File: src/design/logical_io_regs.vh
`ifndef LOGICAL_IO_REGS_VH
`define LOGICAL_IO_REGS_VH

// ============================================================
// Timing
// ============================================================
// Clock period in ns
`define CLK_PERIOD_NS 20
// Time stamp tick period in ns (one millisecond)
`define TICK_PERIOD_NS 1000000
// Clock cycles per tick
`define TICK_CYCLES (`TICK_PERIOD_NS / `CLK_PERIOD_NS)
// Pulse mode duration in ms
`define PULSE_MS 5
// Pulse mode duration in ticks
`define PULSE_TICKS (`PULSE_MS * 1000000 / `TICK_PERIOD_NS)

// ============================================================
// Register offsets
// ============================================================
`define CTRL_OFS 8'h00
`define MODE_OFS 8'h04
`define SET_OFS 8'h08
`define CLR_OFS 8'h0c
`define IN_STAT_OFS 8'h10
`define OUT_STAT_OFS 8'h14
`define TIME_OFS 8'h18
`define EVT_STAT_OFS 8'h1c
`define EVT_INFO_OFS 8'h20
`define EVT_TIME_OFS 8'h24

// ============================================================
// Fields and reset values
// ============================================================
// Control: store ON events, store OFF events
`define CTRL_ON_BIT 0
`define CTRL_OFF_BIT 1
`define CTRL_RESET 2'h3
// Event status: overflow flag position
`define EVT_OVF_BIT 8
// Event info: valid flag position
`define EVT_VALID_BIT 31
// Event buffer geometry
`define EVT_ADDR_W 4
`define EVT_DEPTH 5'h10
`define EVT_WIDTH 40

`endif

File: src/design/logical_io_signal_bank.v
// Behaviour
// - Thirty-two independent command driven manual inputs
// - Reset clears every manual input to zero
// - Hold or pulse mode chosen per input
// - Hold: set stays until clear command
// - Pulse: set returns to zero after 5 ms
// - Rising change gives ON, falling gives OFF
// - Direction enables decide which events are stored
// - Each stored event carries the time stamp of its batch's first change
// - Thirty-two logic outputs observed for events, status
//
// Design decisions made here: the register offsets and the APB interface to the registers.
`include "logical_io_regs.vh"

module logical_io_signal_bank #(
  parameter TICK_CYCLES = `TICK_CYCLES
) (
  input wire pclk,
  input wire presetn,
  input wire psel,
  input wire penable,
  input wire pwrite,
  input wire [7:0] paddr,
  input wire [31:0] pwdata,
  output wire [31:0] prdata,
  output wire pready,
  output wire pslverr,
  input wire [31:0] panel_set,
  input wire [31:0] panel_clr,
  input wire [31:0] logic_binary_output,
  output wire [31:0] manual_binary_input
);

  // ============================================================
  // Declarations
  // ============================================================
  localparam [31:0] TICK_LAST = TICK_CYCLES - 1; // Last tick count

  reg [15:0] tick_cnt_r; // Cycle counter inside one tick
  reg tick_r; // One-cycle tick pulse
  reg [31:0] ms_count_r; // Time stamp in ticks
  reg [1:0] ctrl_r; // Direction enables
  reg [31:0] mode_r; // One bit per input: pulse mode
  reg ack_r; // APB access wait state done
  reg [31:0] prdata_r; // Registered read data
  reg [31:0] rd_mux; // Read data select
  reg mapped; // Address hits a register
  reg [31:0] in_prev_r; // Previous manual input status
  reg [31:0] out_prev_r; // Previous logic output status
  reg [127:0] pend_r; // Events waiting for a batch
  reg [31:0] pend_ts_r; // Stamp of the first pending change
  reg [127:0] batch_r; // Events being written out
  reg [31:0] batch_ts_r; // Stamp of the current batch
  reg [6:0] sel_idx; // Lowest pending batch event
  reg sel_any; // Batch has an event
  reg [4:0] wr_ptr_r; // Buffer write pointer
  reg [4:0] rd_ptr_r; // Buffer read pointer
  reg avail_r; // Buffer head read data valid
  reg ovf_r; // Event lost on a full buffer
  integer i; // Encoder loop index
  genvar g; // Cell index

  wire [31:0] status; // Manual input status vector
  wire xfer_done; // APB transfer completes this edge
  wire wr_done; // APB write completes
  wire rd_done; // APB read completes
  wire [31:0] apb_set; // Set commands from software
  wire [31:0] apb_clr; // Clear commands from software
  wire [31:0] cmd_set; // All set commands
  wire [31:0] cmd_clr; // All clear commands
  wire [31:0] in_rise; // Manual input rising
  wire [31:0] in_fall; // Manual input falling
  wire [31:0] out_rise; // Logic output rising
  wire [31:0] out_fall; // Logic output falling
  wire [127:0] cap; // Enabled events seen this cycle
  wire [4:0] evt_count; // Words in the buffer
  wire evt_full; // Buffer full
  wire evt_wr; // Write one event this cycle
  wire evt_pop; // Drop the buffer head
  wire [`EVT_WIDTH-1:0] head; // Buffer head word
  wire [`EVT_WIDTH-1:0] evt_word; // Word being written

  // ============================================================
  // Millisecond tick and time stamp
  // ============================================================
  // Fixed-rate tick from the device clock
  always @(posedge pclk or negedge presetn)
  begin
    if (!presetn)
    begin
      tick_cnt_r <= 16'h0000;
      tick_r <= 1'b0;
      ms_count_r <= 32'h00000000;
    end
    else if ({16'h0000, tick_cnt_r} == TICK_LAST)
    begin
      tick_cnt_r <= 16'h0000;
      tick_r <= 1'b1;
      ms_count_r <= ms_count_r + 32'h00000001;
    end
    else
    begin
      tick_cnt_r <= tick_cnt_r + 16'h0001;
      tick_r <= 1'b0;
    end
  end

  // ============================================================
  // APB slave
  // ============================================================
  // One wait state: read data is loaded, then pready rises
  assign xfer_done = psel & penable & ack_r;
  assign wr_done = xfer_done & pwrite;
  assign rd_done = xfer_done & ~pwrite;
  assign pready = psel & penable & ack_r;
  assign pslverr = xfer_done & ~mapped;
  assign prdata = prdata_r;

  // Address decode and read data select
  always @*
  begin
    mapped = 1'b1;
    rd_mux = 32'h00000000;
    case (paddr)
      `CTRL_OFS: rd_mux = {30'h0, ctrl_r};
      `MODE_OFS: rd_mux = mode_r;
      `SET_OFS: rd_mux = 32'h00000000;
      `CLR_OFS: rd_mux = 32'h00000000;
      `IN_STAT_OFS: rd_mux = status;
      `OUT_STAT_OFS: rd_mux = out_prev_r;
      `TIME_OFS: rd_mux = ms_count_r;
      `EVT_STAT_OFS: rd_mux = {23'h0, ovf_r, 3'h0, evt_count};
      // Head info with valid flag; reading the time pops it
      `EVT_INFO_OFS: rd_mux = {avail_r, 23'h0, head[39:32]};
      `EVT_TIME_OFS: rd_mux = avail_r ? head[31:0] : 32'h00000000;
      default:
      begin
        mapped = 1'b0;
        rd_mux = 32'h00000000;
      end
    endcase
  end

  // Wait state and read data register
  always @(posedge pclk or negedge presetn)
  begin
    if (!presetn)
    begin
      ack_r <= 1'b0;
      prdata_r <= 32'h00000000;
    end
    else if (psel && penable && !ack_r)
    begin
      ack_r <= 1'b1;
      prdata_r <= pwrite ? 32'h00000000 : rd_mux;
    end
    else
    begin
      ack_r <= 1'b0;
    end
  end

  // Software writable registers
  always @(posedge pclk or negedge presetn)
  begin
    if (!presetn)
    begin
      ctrl_r <= `CTRL_RESET;
      mode_r <= 32'h00000000;
    end
    else if (wr_done && paddr == `CTRL_OFS)
    begin
      ctrl_r <= pwdata[1:0];
    end
    else if (wr_done && paddr == `MODE_OFS)
    begin
      mode_r <= pwdata;
    end
  end

  // ============================================================
  // Manual inputs
  // ============================================================
  // Commands from software and from the panel switch
  assign apb_set = (wr_done && paddr == `SET_OFS) ? pwdata : 32'h00000000;
  assign apb_clr = (wr_done && paddr == `CLR_OFS) ? pwdata : 32'h00000000;
  assign cmd_set = apb_set | panel_set;
  assign cmd_clr = apb_clr | panel_clr;

  // Thirty-two independent input cells
  generate
    for (g = 0; g < 32; g = g + 1)
    begin : cells
      input_cell u_cell (
        .pclk(pclk),
        .presetn(presetn),
        .tick(tick_r),
        .pulse_mode(mode_r[g]),
        .set_cmd(cmd_set[g]),
        .clr_cmd(cmd_clr[g]),
        .status(status[g])
      );
    end
  endgenerate

  assign manual_binary_input = status;

  // ============================================================
  // Change detection
  // ============================================================
  // Previous values of both signal groups
  always @(posedge pclk or negedge presetn)
  begin
    if (!presetn)
    begin
      in_prev_r <= 32'h00000000;
      out_prev_r <= 32'h00000000;
    end
    else
    begin
      in_prev_r <= status;
      out_prev_r <= logic_binary_output;
    end
  end

  assign in_rise = status & ~in_prev_r;
  assign in_fall = ~status & in_prev_r;
  assign out_rise = logic_binary_output & ~out_prev_r;
  assign out_fall = ~logic_binary_output & out_prev_r;

  // Bit k: k[6] input group, k[5] ON, k[4:0] index; disabled directions dropped
  assign cap = {in_rise & {32{ctrl_r[`CTRL_ON_BIT]}}, in_fall & {32{ctrl_r[`CTRL_OFF_BIT]}},
                out_rise & {32{ctrl_r[`CTRL_ON_BIT]}}, out_fall & {32{ctrl_r[`CTRL_OFF_BIT]}}};

  // ============================================================
  // Event batching
  // ============================================================
  // Lowest event of the current batch
  always @*
  begin
    sel_idx = 7'h00;
    sel_any = 1'b0;
    for (i = 127; i >= 0; i = i - 1)
    begin
      if (batch_r[i])
      begin
        sel_idx = i[6:0];
        sel_any = 1'b1;
      end
    end
  end

  // Pending changes move into a batch when the batch is empty
  always @(posedge pclk or negedge presetn)
  begin
    if (!presetn)
    begin
      pend_r <= {128{1'b0}};
      pend_ts_r <= 32'h00000000;
      batch_r <= {128{1'b0}};
      batch_ts_r <= 32'h00000000;
    end
    else if (!sel_any && (pend_r != 128'h0 || cap != 128'h0))
    begin
      // New batch, stamped at its first change
      batch_r <= pend_r | cap;
      batch_ts_r <= (pend_r != 128'h0) ? pend_ts_r : ms_count_r;
      pend_r <= {128{1'b0}};
    end
    else
    begin
      if (sel_any)
      begin
        batch_r[sel_idx] <= 1'b0;
      end
      if (pend_r == 128'h0 && cap != 128'h0)
      begin
        pend_ts_r <= ms_count_r;
      end
      pend_r <= pend_r | cap;
    end
  end

  // ============================================================
  // Event buffer
  // ============================================================
  assign evt_count = wr_ptr_r - rd_ptr_r;
  assign evt_full = (evt_count == `EVT_DEPTH);
  assign evt_wr = sel_any & ~evt_full;
  assign evt_pop = rd_done & (paddr == `EVT_TIME_OFS) & avail_r;
  assign evt_word = {1'b0, sel_idx, batch_ts_r};

  // Pointers, head valid and overflow flag
  always @(posedge pclk or negedge presetn)
  begin
    if (!presetn)
    begin
      wr_ptr_r <= 5'h00;
      rd_ptr_r <= 5'h00;
      avail_r <= 1'b0;
      ovf_r <= 1'b0;
    end
    else
    begin
      if (evt_wr)
      begin
        wr_ptr_r <= wr_ptr_r + 5'h01;
      end
      if (evt_pop)
      begin
        rd_ptr_r <= rd_ptr_r + 5'h01;
      end
      // Head data settles one cycle after a pointer move
      avail_r <= (evt_count != 5'h00) & ~evt_pop;
      // A lost event wins over a software clear
      if (sel_any && evt_full)
      begin
        ovf_r <= 1'b1;
      end
      else if (wr_done && paddr == `EVT_STAT_OFS && pwdata[`EVT_OVF_BIT])
      begin
        ovf_r <= 1'b0;
      end
    end
  end

  // Event words with time stamps
  event_store u_store (
    .pclk(pclk),
    .presetn(presetn),
    .wr_en(evt_wr),
    .wr_addr(wr_ptr_r[3:0]),
    .wr_data(evt_word),
    .rd_addr(rd_ptr_r[3:0]),
    .rd_data(head)
  );

endmodule // logical_io_signal_bank

File: src/design/input_cell.v
`include "logical_io_regs.vh"

// ============================================================
// One manual binary input with hold and pulse behaviour
// ============================================================
module input_cell (
  input wire pclk,
  input wire presetn,
  input wire tick,
  input wire pulse_mode,
  input wire set_cmd,
  input wire clr_cmd,
  output wire status
);

  // Pulse length in ticks
  localparam [31:0] PULSE_FULL = `PULSE_TICKS;
  localparam [2:0] PULSE_LOAD = PULSE_FULL[2:0];

  reg status_r; // Current input status
  reg [2:0] cnt_r; // Remaining pulse ticks

  // Status and pulse timer
  always @(posedge pclk or negedge presetn)
  begin
    if (!presetn)
    begin
      status_r <= 1'b0;
      cnt_r <= 3'h0;
    end
    else if (set_cmd)
    begin
      // Set wins over clear; a repeat set restarts the pulse
      status_r <= 1'b1;
      cnt_r <= PULSE_LOAD;
    end
    else if (clr_cmd)
    begin
      status_r <= 1'b0;
      cnt_r <= 3'h0;
    end
    else if (pulse_mode && status_r && tick)
    begin
      // Timer runs only in pulse mode; hold mode keeps the status
      if (cnt_r <= 3'h1)
      begin
        status_r <= 1'b0;
        cnt_r <= 3'h0;
      end
      else
      begin
        cnt_r <= cnt_r - 3'h1;
      end
    end
  end

  assign status = status_r;

endmodule // input_cell

File: src/design/event_store.v
`include "logical_io_regs.vh"

// ============================================================
// Event buffer memory, registered read
// ============================================================
module event_store (
  input wire pclk,
  input wire presetn,
  input wire wr_en,
  input wire [`EVT_ADDR_W-1:0] wr_addr,
  input wire [`EVT_WIDTH-1:0] wr_data,
  input wire [`EVT_ADDR_W-1:0] rd_addr,
  output wire [`EVT_WIDTH-1:0] rd_data
);

  reg [`EVT_WIDTH-1:0] mem [0:(1<<`EVT_ADDR_W)-1]; // Event words
  reg [`EVT_WIDTH-1:0] rd_data_r; // Read data register

  // Write port
  always @(posedge pclk)
  begin
    if (wr_en)
    begin
      mem[wr_addr] <= wr_data;
    end
  end

  // Read port, one cycle latency
  always @(posedge pclk or negedge presetn)
  begin
    if (!presetn)
    begin
      rd_data_r <= {`EVT_WIDTH{1'b0}};
    end
    else
    begin
      rd_data_r <= mem[rd_addr];
    end
  end

  assign rd_data = rd_data_r;

endmodule // event_store

File: config.mk
export PLATFORM = sky130hd
export DESIGN_NAME = logical_io_signal_bank
export DESIGN_NICKNAME = d
export VERILOG_FILES = /design/src/design/logical_io_signal_bank.v /design/src/design/input_cell.v /design/src/design/event_store.v
export VERILOG_INCLUDE_DIRS = /design/src /design/src/design
export SDC_FILE = /design/constraint.sdc
export NUM_CORES = 2
export LEC_CHECK = 0
export BUFFER_PORTS_ARGS = -buffer_cell sky130_fd_sc_hd__buf_2
export CAP_MARGIN = 20
export CORE_ASPECT_RATIO = 2
export CORE_MARGIN = 3
export CORE_UTILIZATION = 40
export DETAILED_ROUTE_END_ITERATION = 16
export PLACE_DENSITY = 0.7
export SETUP_SLACK_MARGIN = 0.02
export SYNTH_ARGS = -nofsm -noshare
export SYNTH_HDL_FRONTEND = slang
export SYNTH_SLANG_ARGS = --single-unit
export TNS_END_PERCENT = 20
File: constraint.sdc
create_clock -name pclk -period 6.58 [get_ports pclk]
set_input_delay 0 -clock pclk [delete_from_list [all_inputs] [get_ports pclk]]
set_output_delay 0 -clock pclk [all_outputs]
set_load 0.01 [all_outputs]
; After elaboration in Yosys (flattened, before gate mapping)
; Memory sizes are Yosys's and may differ from the RTL's. A register that Yosys moved wholly into a read port is not among the register bits.
; Cells that the tools add are included.
[op_classes]
addsub = 37
order_cmp = 34
n_eq_ne = 11
n_mux = 531
bitwise = 32
reduce_logical = 186
[ops]
columns = op, count
row1 = two-way mux 7 bit, 128
row2 = two-way mux 128 bit, 3
row3 = two-way mux 3 bit, 128
row4 = two-way mux 1 bit, 264
row5 = AND 32 bit, 8
row6 = case mux 32 bit (8 select lines), 1
row7 = nonzero test 128 bit, 2
row8 = nonzero test 3 bit, 64
row9 = two-way mux 32 bit, 5
row10 = AND 128 bit, 1
row11 = zero test 128 bit, 1
row12 = NOT 128 bit, 1
row13 = NOT 32 bit, 4
row14 = OR 128 bit, 1
row15 = less-or-equal comparator 3 x 1 -> 1 bit (second input constant), 32
row16 = subtractor 3 x 1 -> 3 bit (second input constant), 32
row17 = logical AND 1 bit, 76
row18 = AND reduction 2 bit, 34
row19 = OR 32 bit, 2
row20 = adder 32 x 1 -> 32 bit (second input constant), 1
row21 = == test 8 x 5 -> 1 bit (second input constant), 4
row22 = adder 16 x 1 -> 16 bit (second input constant), 1
row23 = == test 16 bit (second input constant), 1
row24 = == test 8 x 4 -> 1 bit (second input constant), 2
row25 = 17 further kinds, 35
[word_totals]
reg_bits = 680
mem_bits_rw = 624
in_bits = 141
n_memories = 1
[memory_table]
columns = memory, words, word_bits, rd, rd_clocked_by_memory_dff, wr, line
row1 = u_store.mem, 16, 39, 1, 1, 1, event_store.v:16  ; reg [`EVT_WIDTH-1:0] mem [0:(1<<`EVT_ADDR_W)-1];

; Depth between registers and ports, before layout
[depth]
word_depth = 136
ltp_mapped = 12

; By module
; A second synthesis with hierarchy kept.
[unflattened]
hier_cells = 4164
hier_area_um2 = 57087.3
[by_module_without_submodules]
columns = module, n_inst, cells_each, area_per_inst_um2, seq_area_each_um2
row1 = event_store, 1, 1040, 25331.8, 20219.4
row2 = logical_io_signal_bank, 1, 2356, 24108.1, 12814.8
row3 = input_cell, 32, 24, 239.0, 100.1

; Worst setup path before layout
; OpenSTA, ideal clock, no wires.
[synth_timing]
kind = flip-flop to flip-flop
from = reg rd_ptr_r[1]
to = mem u_store.mem[0][0] in the netlist's numbering, enable pin
arrival_ps = 6284
required_time_ps = 6047
path_slack_ps = -236
path_stages_with_launch = 12
path_buffers = 3
synth_period_minus_slack_ps = 6816
path_cell_list = dfrtp_1 > clkbuf_1 > buf_1 > buf_1 > inv_1 > fa_1 > a21o_1 > a21oi_1 > xnor2_1 > inv_1 > a21o_1 > nor4_1
[synth_via]
elab_chain_cells = 6
[synth_rtl]
columns = item, line
row1 = "start, declared", logical_io_signal_bank.v:57  ; reg [4:0] rd_ptr_r;
row2 = "start signal, assigned", logical_io_signal_bank.v:311  ; rd_ptr_r <= rd_ptr_r + 5'h01;
row3 = subtractor 5 bit, logical_io_signal_bank.v:287  ; assign evt_count = wr_ptr_r - rd_ptr_r;
row4 = == test 5 bit (no line), -
row5 = NOT 1 bit, logical_io_signal_bank.v:289  ; assign evt_wr = sel_any & ~evt_full;
row6 = AND 1 bit, logical_io_signal_bank.v:289
row7 = two-way mux 1 bit, event_store.v:22  ; if (wr_en)
row8 = two-way mux 1 bit (implied by the code), event_store.v:24  ; mem[wr_addr] <= wr_data;
row9 = "end, declared", event_store.v:16
; Every way passes these cells.

; Worst setup path in the final report
[layout_timing]
from = reg batch_r[112]
to = reg batch_r[112]
[layout_via]
elab_chain_cells = 121
[layout_rtl]
columns = item, line
row1 = "start, declared", logical_io_signal_bank.v:52  ; reg [127:0] batch_r;
row2 = "start signal, assigned", logical_io_signal_bank.v:260  ; batch_r <= {128{1'b0}};
row3 = "start signal, assigned", logical_io_signal_bank.v:266  ; batch_r <= pend_r | cap;
row4 = two-way mux 7 bit (113 in series), logical_io_signal_bank.v:245  ; if (batch_r[i])
row5 = < comparator 7 x 8 -> 1 bit (implied by the code) / >= comparator 7 x 1 -> 1 bit (equally long branches), logical_io_signal_bank.v:274  ; batch_r[sel_idx] <= 1'b0;
row6 = logical AND 1 bit (implied by the code), logical_io_signal_bank.v:274
row7 = two-way mux 1 bit (implied by the code), logical_io_signal_bank.v:274
row8 = demux 1 bit (select 7 bit), logical_io_signal_bank.v:274
row9 = NOT 128 bit (no line), -
row10 = AND 128 bit (no line), -
row11 = two-way mux 128 bit, logical_io_signal_bank.v:272  ; if (sel_any)
row12 = two-way mux 128 bit, logical_io_signal_bank.v:263  ; else if (!sel_any && (pend_r != 128'h0 || cap != 128'h0))
; Parallel ways exist; a longest one is shown, timed or not. The select of a mux whose other input is x is not followed.
; A chain may end at the register's enable or synchronous reset.

==> results.tsv <==
metric	value	unit
drt_wl_total	219000	µm
cp_data_arrival_time	5.59	ns
grt_pass1_wl	312000	µm
via_per_inst	6.21	
maxCapViolCount	0	
total_power	0.0187	W
place_hpwl	151000	µm
fin_nets	4795	
ys_types	88	
critPathMaxFanout	31	
pre_cts_ws	1.82	ns
syn_inst	4098	
syn-num-nets	4309	
drive_gt1_share	19.1	%
p_switching	0.00482	W
final_antenna_net_count	0	
grt.overflow.total	0	
swShare	25.7	%
async_flop_share	52.1	%
netlist_area	0.0559	mm²
synth_seq_area_share	63.9	%
portBuffers	206	
cts_resized	0	
fmax	202	MHz
cts.clk_slew.worst_paths	0.07	ns
final.min_clock_period	4.96	ns
grt_pass1_vias	41970	
worstRegToRegCells	10	
cts_tree	built	
max_slew_margin	6.81	%
post_cts_buffers	0	
synth_edf_count	624	
die_h	535	µm
hold_depth	2	
synth.most_common_cell	dfrtp_1	
antenna_found_initial	39	
numCtsBuffers	108	
die_x	270	µm
dpl_cell_area	0.0594	mm²
synth_warnings	0	
ctsLongestPathBuffers	3	
synthToLayoutAreaGrowth	18.3	%
insertion_delay	0.77	ns
worst_hold_slack	0.0548	ns
fin_ws	1.62	ns
fin_skew	0.0404	ns
start_util	40.4	%
criticalPathCategory	flop to flop	
hold_class	input pin to flop	
powerDensity	283	mW/mm²
power_frac_seq	52.0	%
power_frac_comb	10.2	%
fp-row-count	193	
avgSynthCellArea	13.7	µm²
yosys.area.top_type_share	33.5	%
clock-sinks	1303	
firstDrtPassIters	6	
via_count	40663	
setup_violations	0	
dr.first_iter.drc_count	4351	
worst_pin_slew	1.39	ns
yosysTopAreaCell	edfxtp_1	
status	finished clean	
min_period_over_period	75.4	%
grt_max_degree	147	
clock_power_share	37.8	%
design_area	0.0662	mm²
fp.coreArea	0.139	mm²
die_area	0.145	mm²
track_usage	30.8	%
ir_drop	0.000214	V
cp.required	7.21	ns
ys_top_cells_by_area	edfxtp_1 (33%), dfrtp_1 (30%), mux4_2 (7.9%), a21oi_1 (2.8%), o21ai_0 (1.8%)	
drc_errors	0	
synth-seq-cells	1303	
clock-root-buffer	clkbuf_16	
maxSlewViolCount	0	
finalHoldViolCount	0	
htree_num_levels	3	
power_leakage	25.4	nW
cp-end-kind	flop	
avgRoutedWirePerCell	33.4	µm
internal-power	0.0139	W
globalplace.congestion	1.13	
synth_ff_type	dfrtp_1	
pin_count	207	
rsz0062_at_grt	false	
synth.cells.most_frequent	dfrtp_1 (677), edfxtp_1 (624), a21oi_1 (313)	
start_kind	flop	
## worst max-delay path, stage by stage (launching register included)
cell and delay (ns):
dfrtp_1 0.43, nor2_1 0.08, o31a_1 0.24, o311ai_1 0.89
o211ai_1 0.67, a21o_1 0.38, nand2_4 0.44, clkinv_2 0.69
buf_4 0.44, o41ai_1 0.38, o21ai_1 0.12
## layout by cell type (no fill, tap or decap), types with 29 or more instances in the layout
cell / netlist / routed
xnor2_1: 33 / 33
nor3b_1: 31 / 30
nor2b_1: 162 / 151
nand4_1: 61 / 61
a21o_1: 68 / 68
a22oi_1: 42 / 42
edfxtp_1: 624 / 624
dfrtp_1: 677 / 673
ha_1: 69 / 69
o21ai_0: 203 / 201
o31ai_1: 54 / 54
buf_4: 34 / 102
nand3_1: 89 / 89
nor2_1: 242 / 233
dlygate4sd3_1: 0 / 259
nor3_1: 116 / 114
nand2_1: 125 / 123
inv_1: 135 / 134
o21ai_1: 44 / 45
nor4_1: 102 / 91
o22ai_1: 29 / 29
mux4_2: 195 / 195
clkbuf_16: 0 / 112
and3_1: 35 / 35
a21oi_1: 313 / 313
mux2i_1: 41 / 41
buf_2: 26 / 210
mux2_2: 67 / 67
## final cells by class
type                            instances  area, µm²
Fill cell                           11924      72400
Sequential cell                      1303      35700
Multi-Input combinational cell       2436      18900
Timing Repair Buffer                  596       4770
Clock buffer                          136       3020
Tap cell                             1852       2320
Clock inverter                         69        857
Inverter                              139        524
Antenna cell                           18       45.0
## path summary, 6_finish.rpt
path	startpoint	to	slack, ns
worst max register to register	batch_r[112]	batch_r[112]	1.62
min in group asynchronous	presetn	ctrl_r[1]	0.45
worst min-delay path	logic_binary_output[8]	out_prev_r[8]	0.05
worst min register to register	tick_cnt_r[0]	tick_cnt_r[0]	0.46
worst max-delay path	batch_r[112]	batch_r[112]	1.62
max in group asynchronous	presetn	cells[7].u_cell.status	5.14
## sequential cells by signal (all words and copies together), names as in the netlist
| register | count |
|---|---|
| u_store.mem | 624 |
| batch_r | 128 |
| pend_r | 128 |
| cells.u_cell.cnt_r | 96 |
| u_store.rd_data | 39 |
| batch_ts_r | 32 |
| cells.u_cell.status | 32 |
| in_prev_r | 32 |
| mode_r | 32 |
| ms_count_r | 32 |
| out_prev_r | 32 |
| pend_ts_r | 32 |
| prdata | 32 |
| tick_cnt_r | 16 |
| rd_ptr_r | 5 |
| wr_ptr_r | 5 |
| ctrl_r | 2 |
| ack_r | 1 |
| avail_r | 1 |
| ovf_r | 1 |
| tick_r | 1 |
## through the flow
step	setup TNS (ns)	util [%]	cells
finish	0	47.8	6549
floorplan	-36.87	-	4098
global route	0	47.7	6535
CTS	0	47.5	6506
detailed placement	0	42.8	6041
global placement	0	42.8	6037
## cell families (layout without fill, tap and decap cells)
group / count (synthesis) / after routing / share of synthesized area [%]
other: 0 / 18 / 0
AND/OR/NAND/NOR: 1041 / 1041 / 9.99
buffers and inverters: 359 / 940 / 2.74
XOR/XNOR: 56 / 56 / 0.877
AO/OA/AOI/OAI: 966 / 966 / 11.0
multiplexers: 303 / 303 / 9.93
adder cells (fa/ha/maj): 70 / 70 / 1.58
flip-flops: 1303 / 1303 / 63.9
## metal layers
layer,vias to the layer above,routed length (µm),global-route usage [%]
met5,-,147,0.400
met4,22,26700,30.1
met3,995,19200,11.6
met2,2333,108000,50.3
met1,20689,65400,29.2
li1,16624,-,-
## repair_timing
action | in CTS | in global routing
hold buffers | 260 | 0
hold endpoints to repair | 411 | 0
setup endpoints to repair | 0 | 0
## power groups by stage
stage	registers [W]	clock network [W]	logic, W
2_1_floorplan	0.00978	0	0.000902
3_3_place_gp	0.00984	0	0.00169
3_5_place_dp	0.00989	0	0.00171
4_1_cts	0.00974	0.00714	0.00185
5_1_grt	0.00981	0.00744	0.00201
6_report	0.00976	0.00709	0.00190
(Power assumes the default switching activity.)
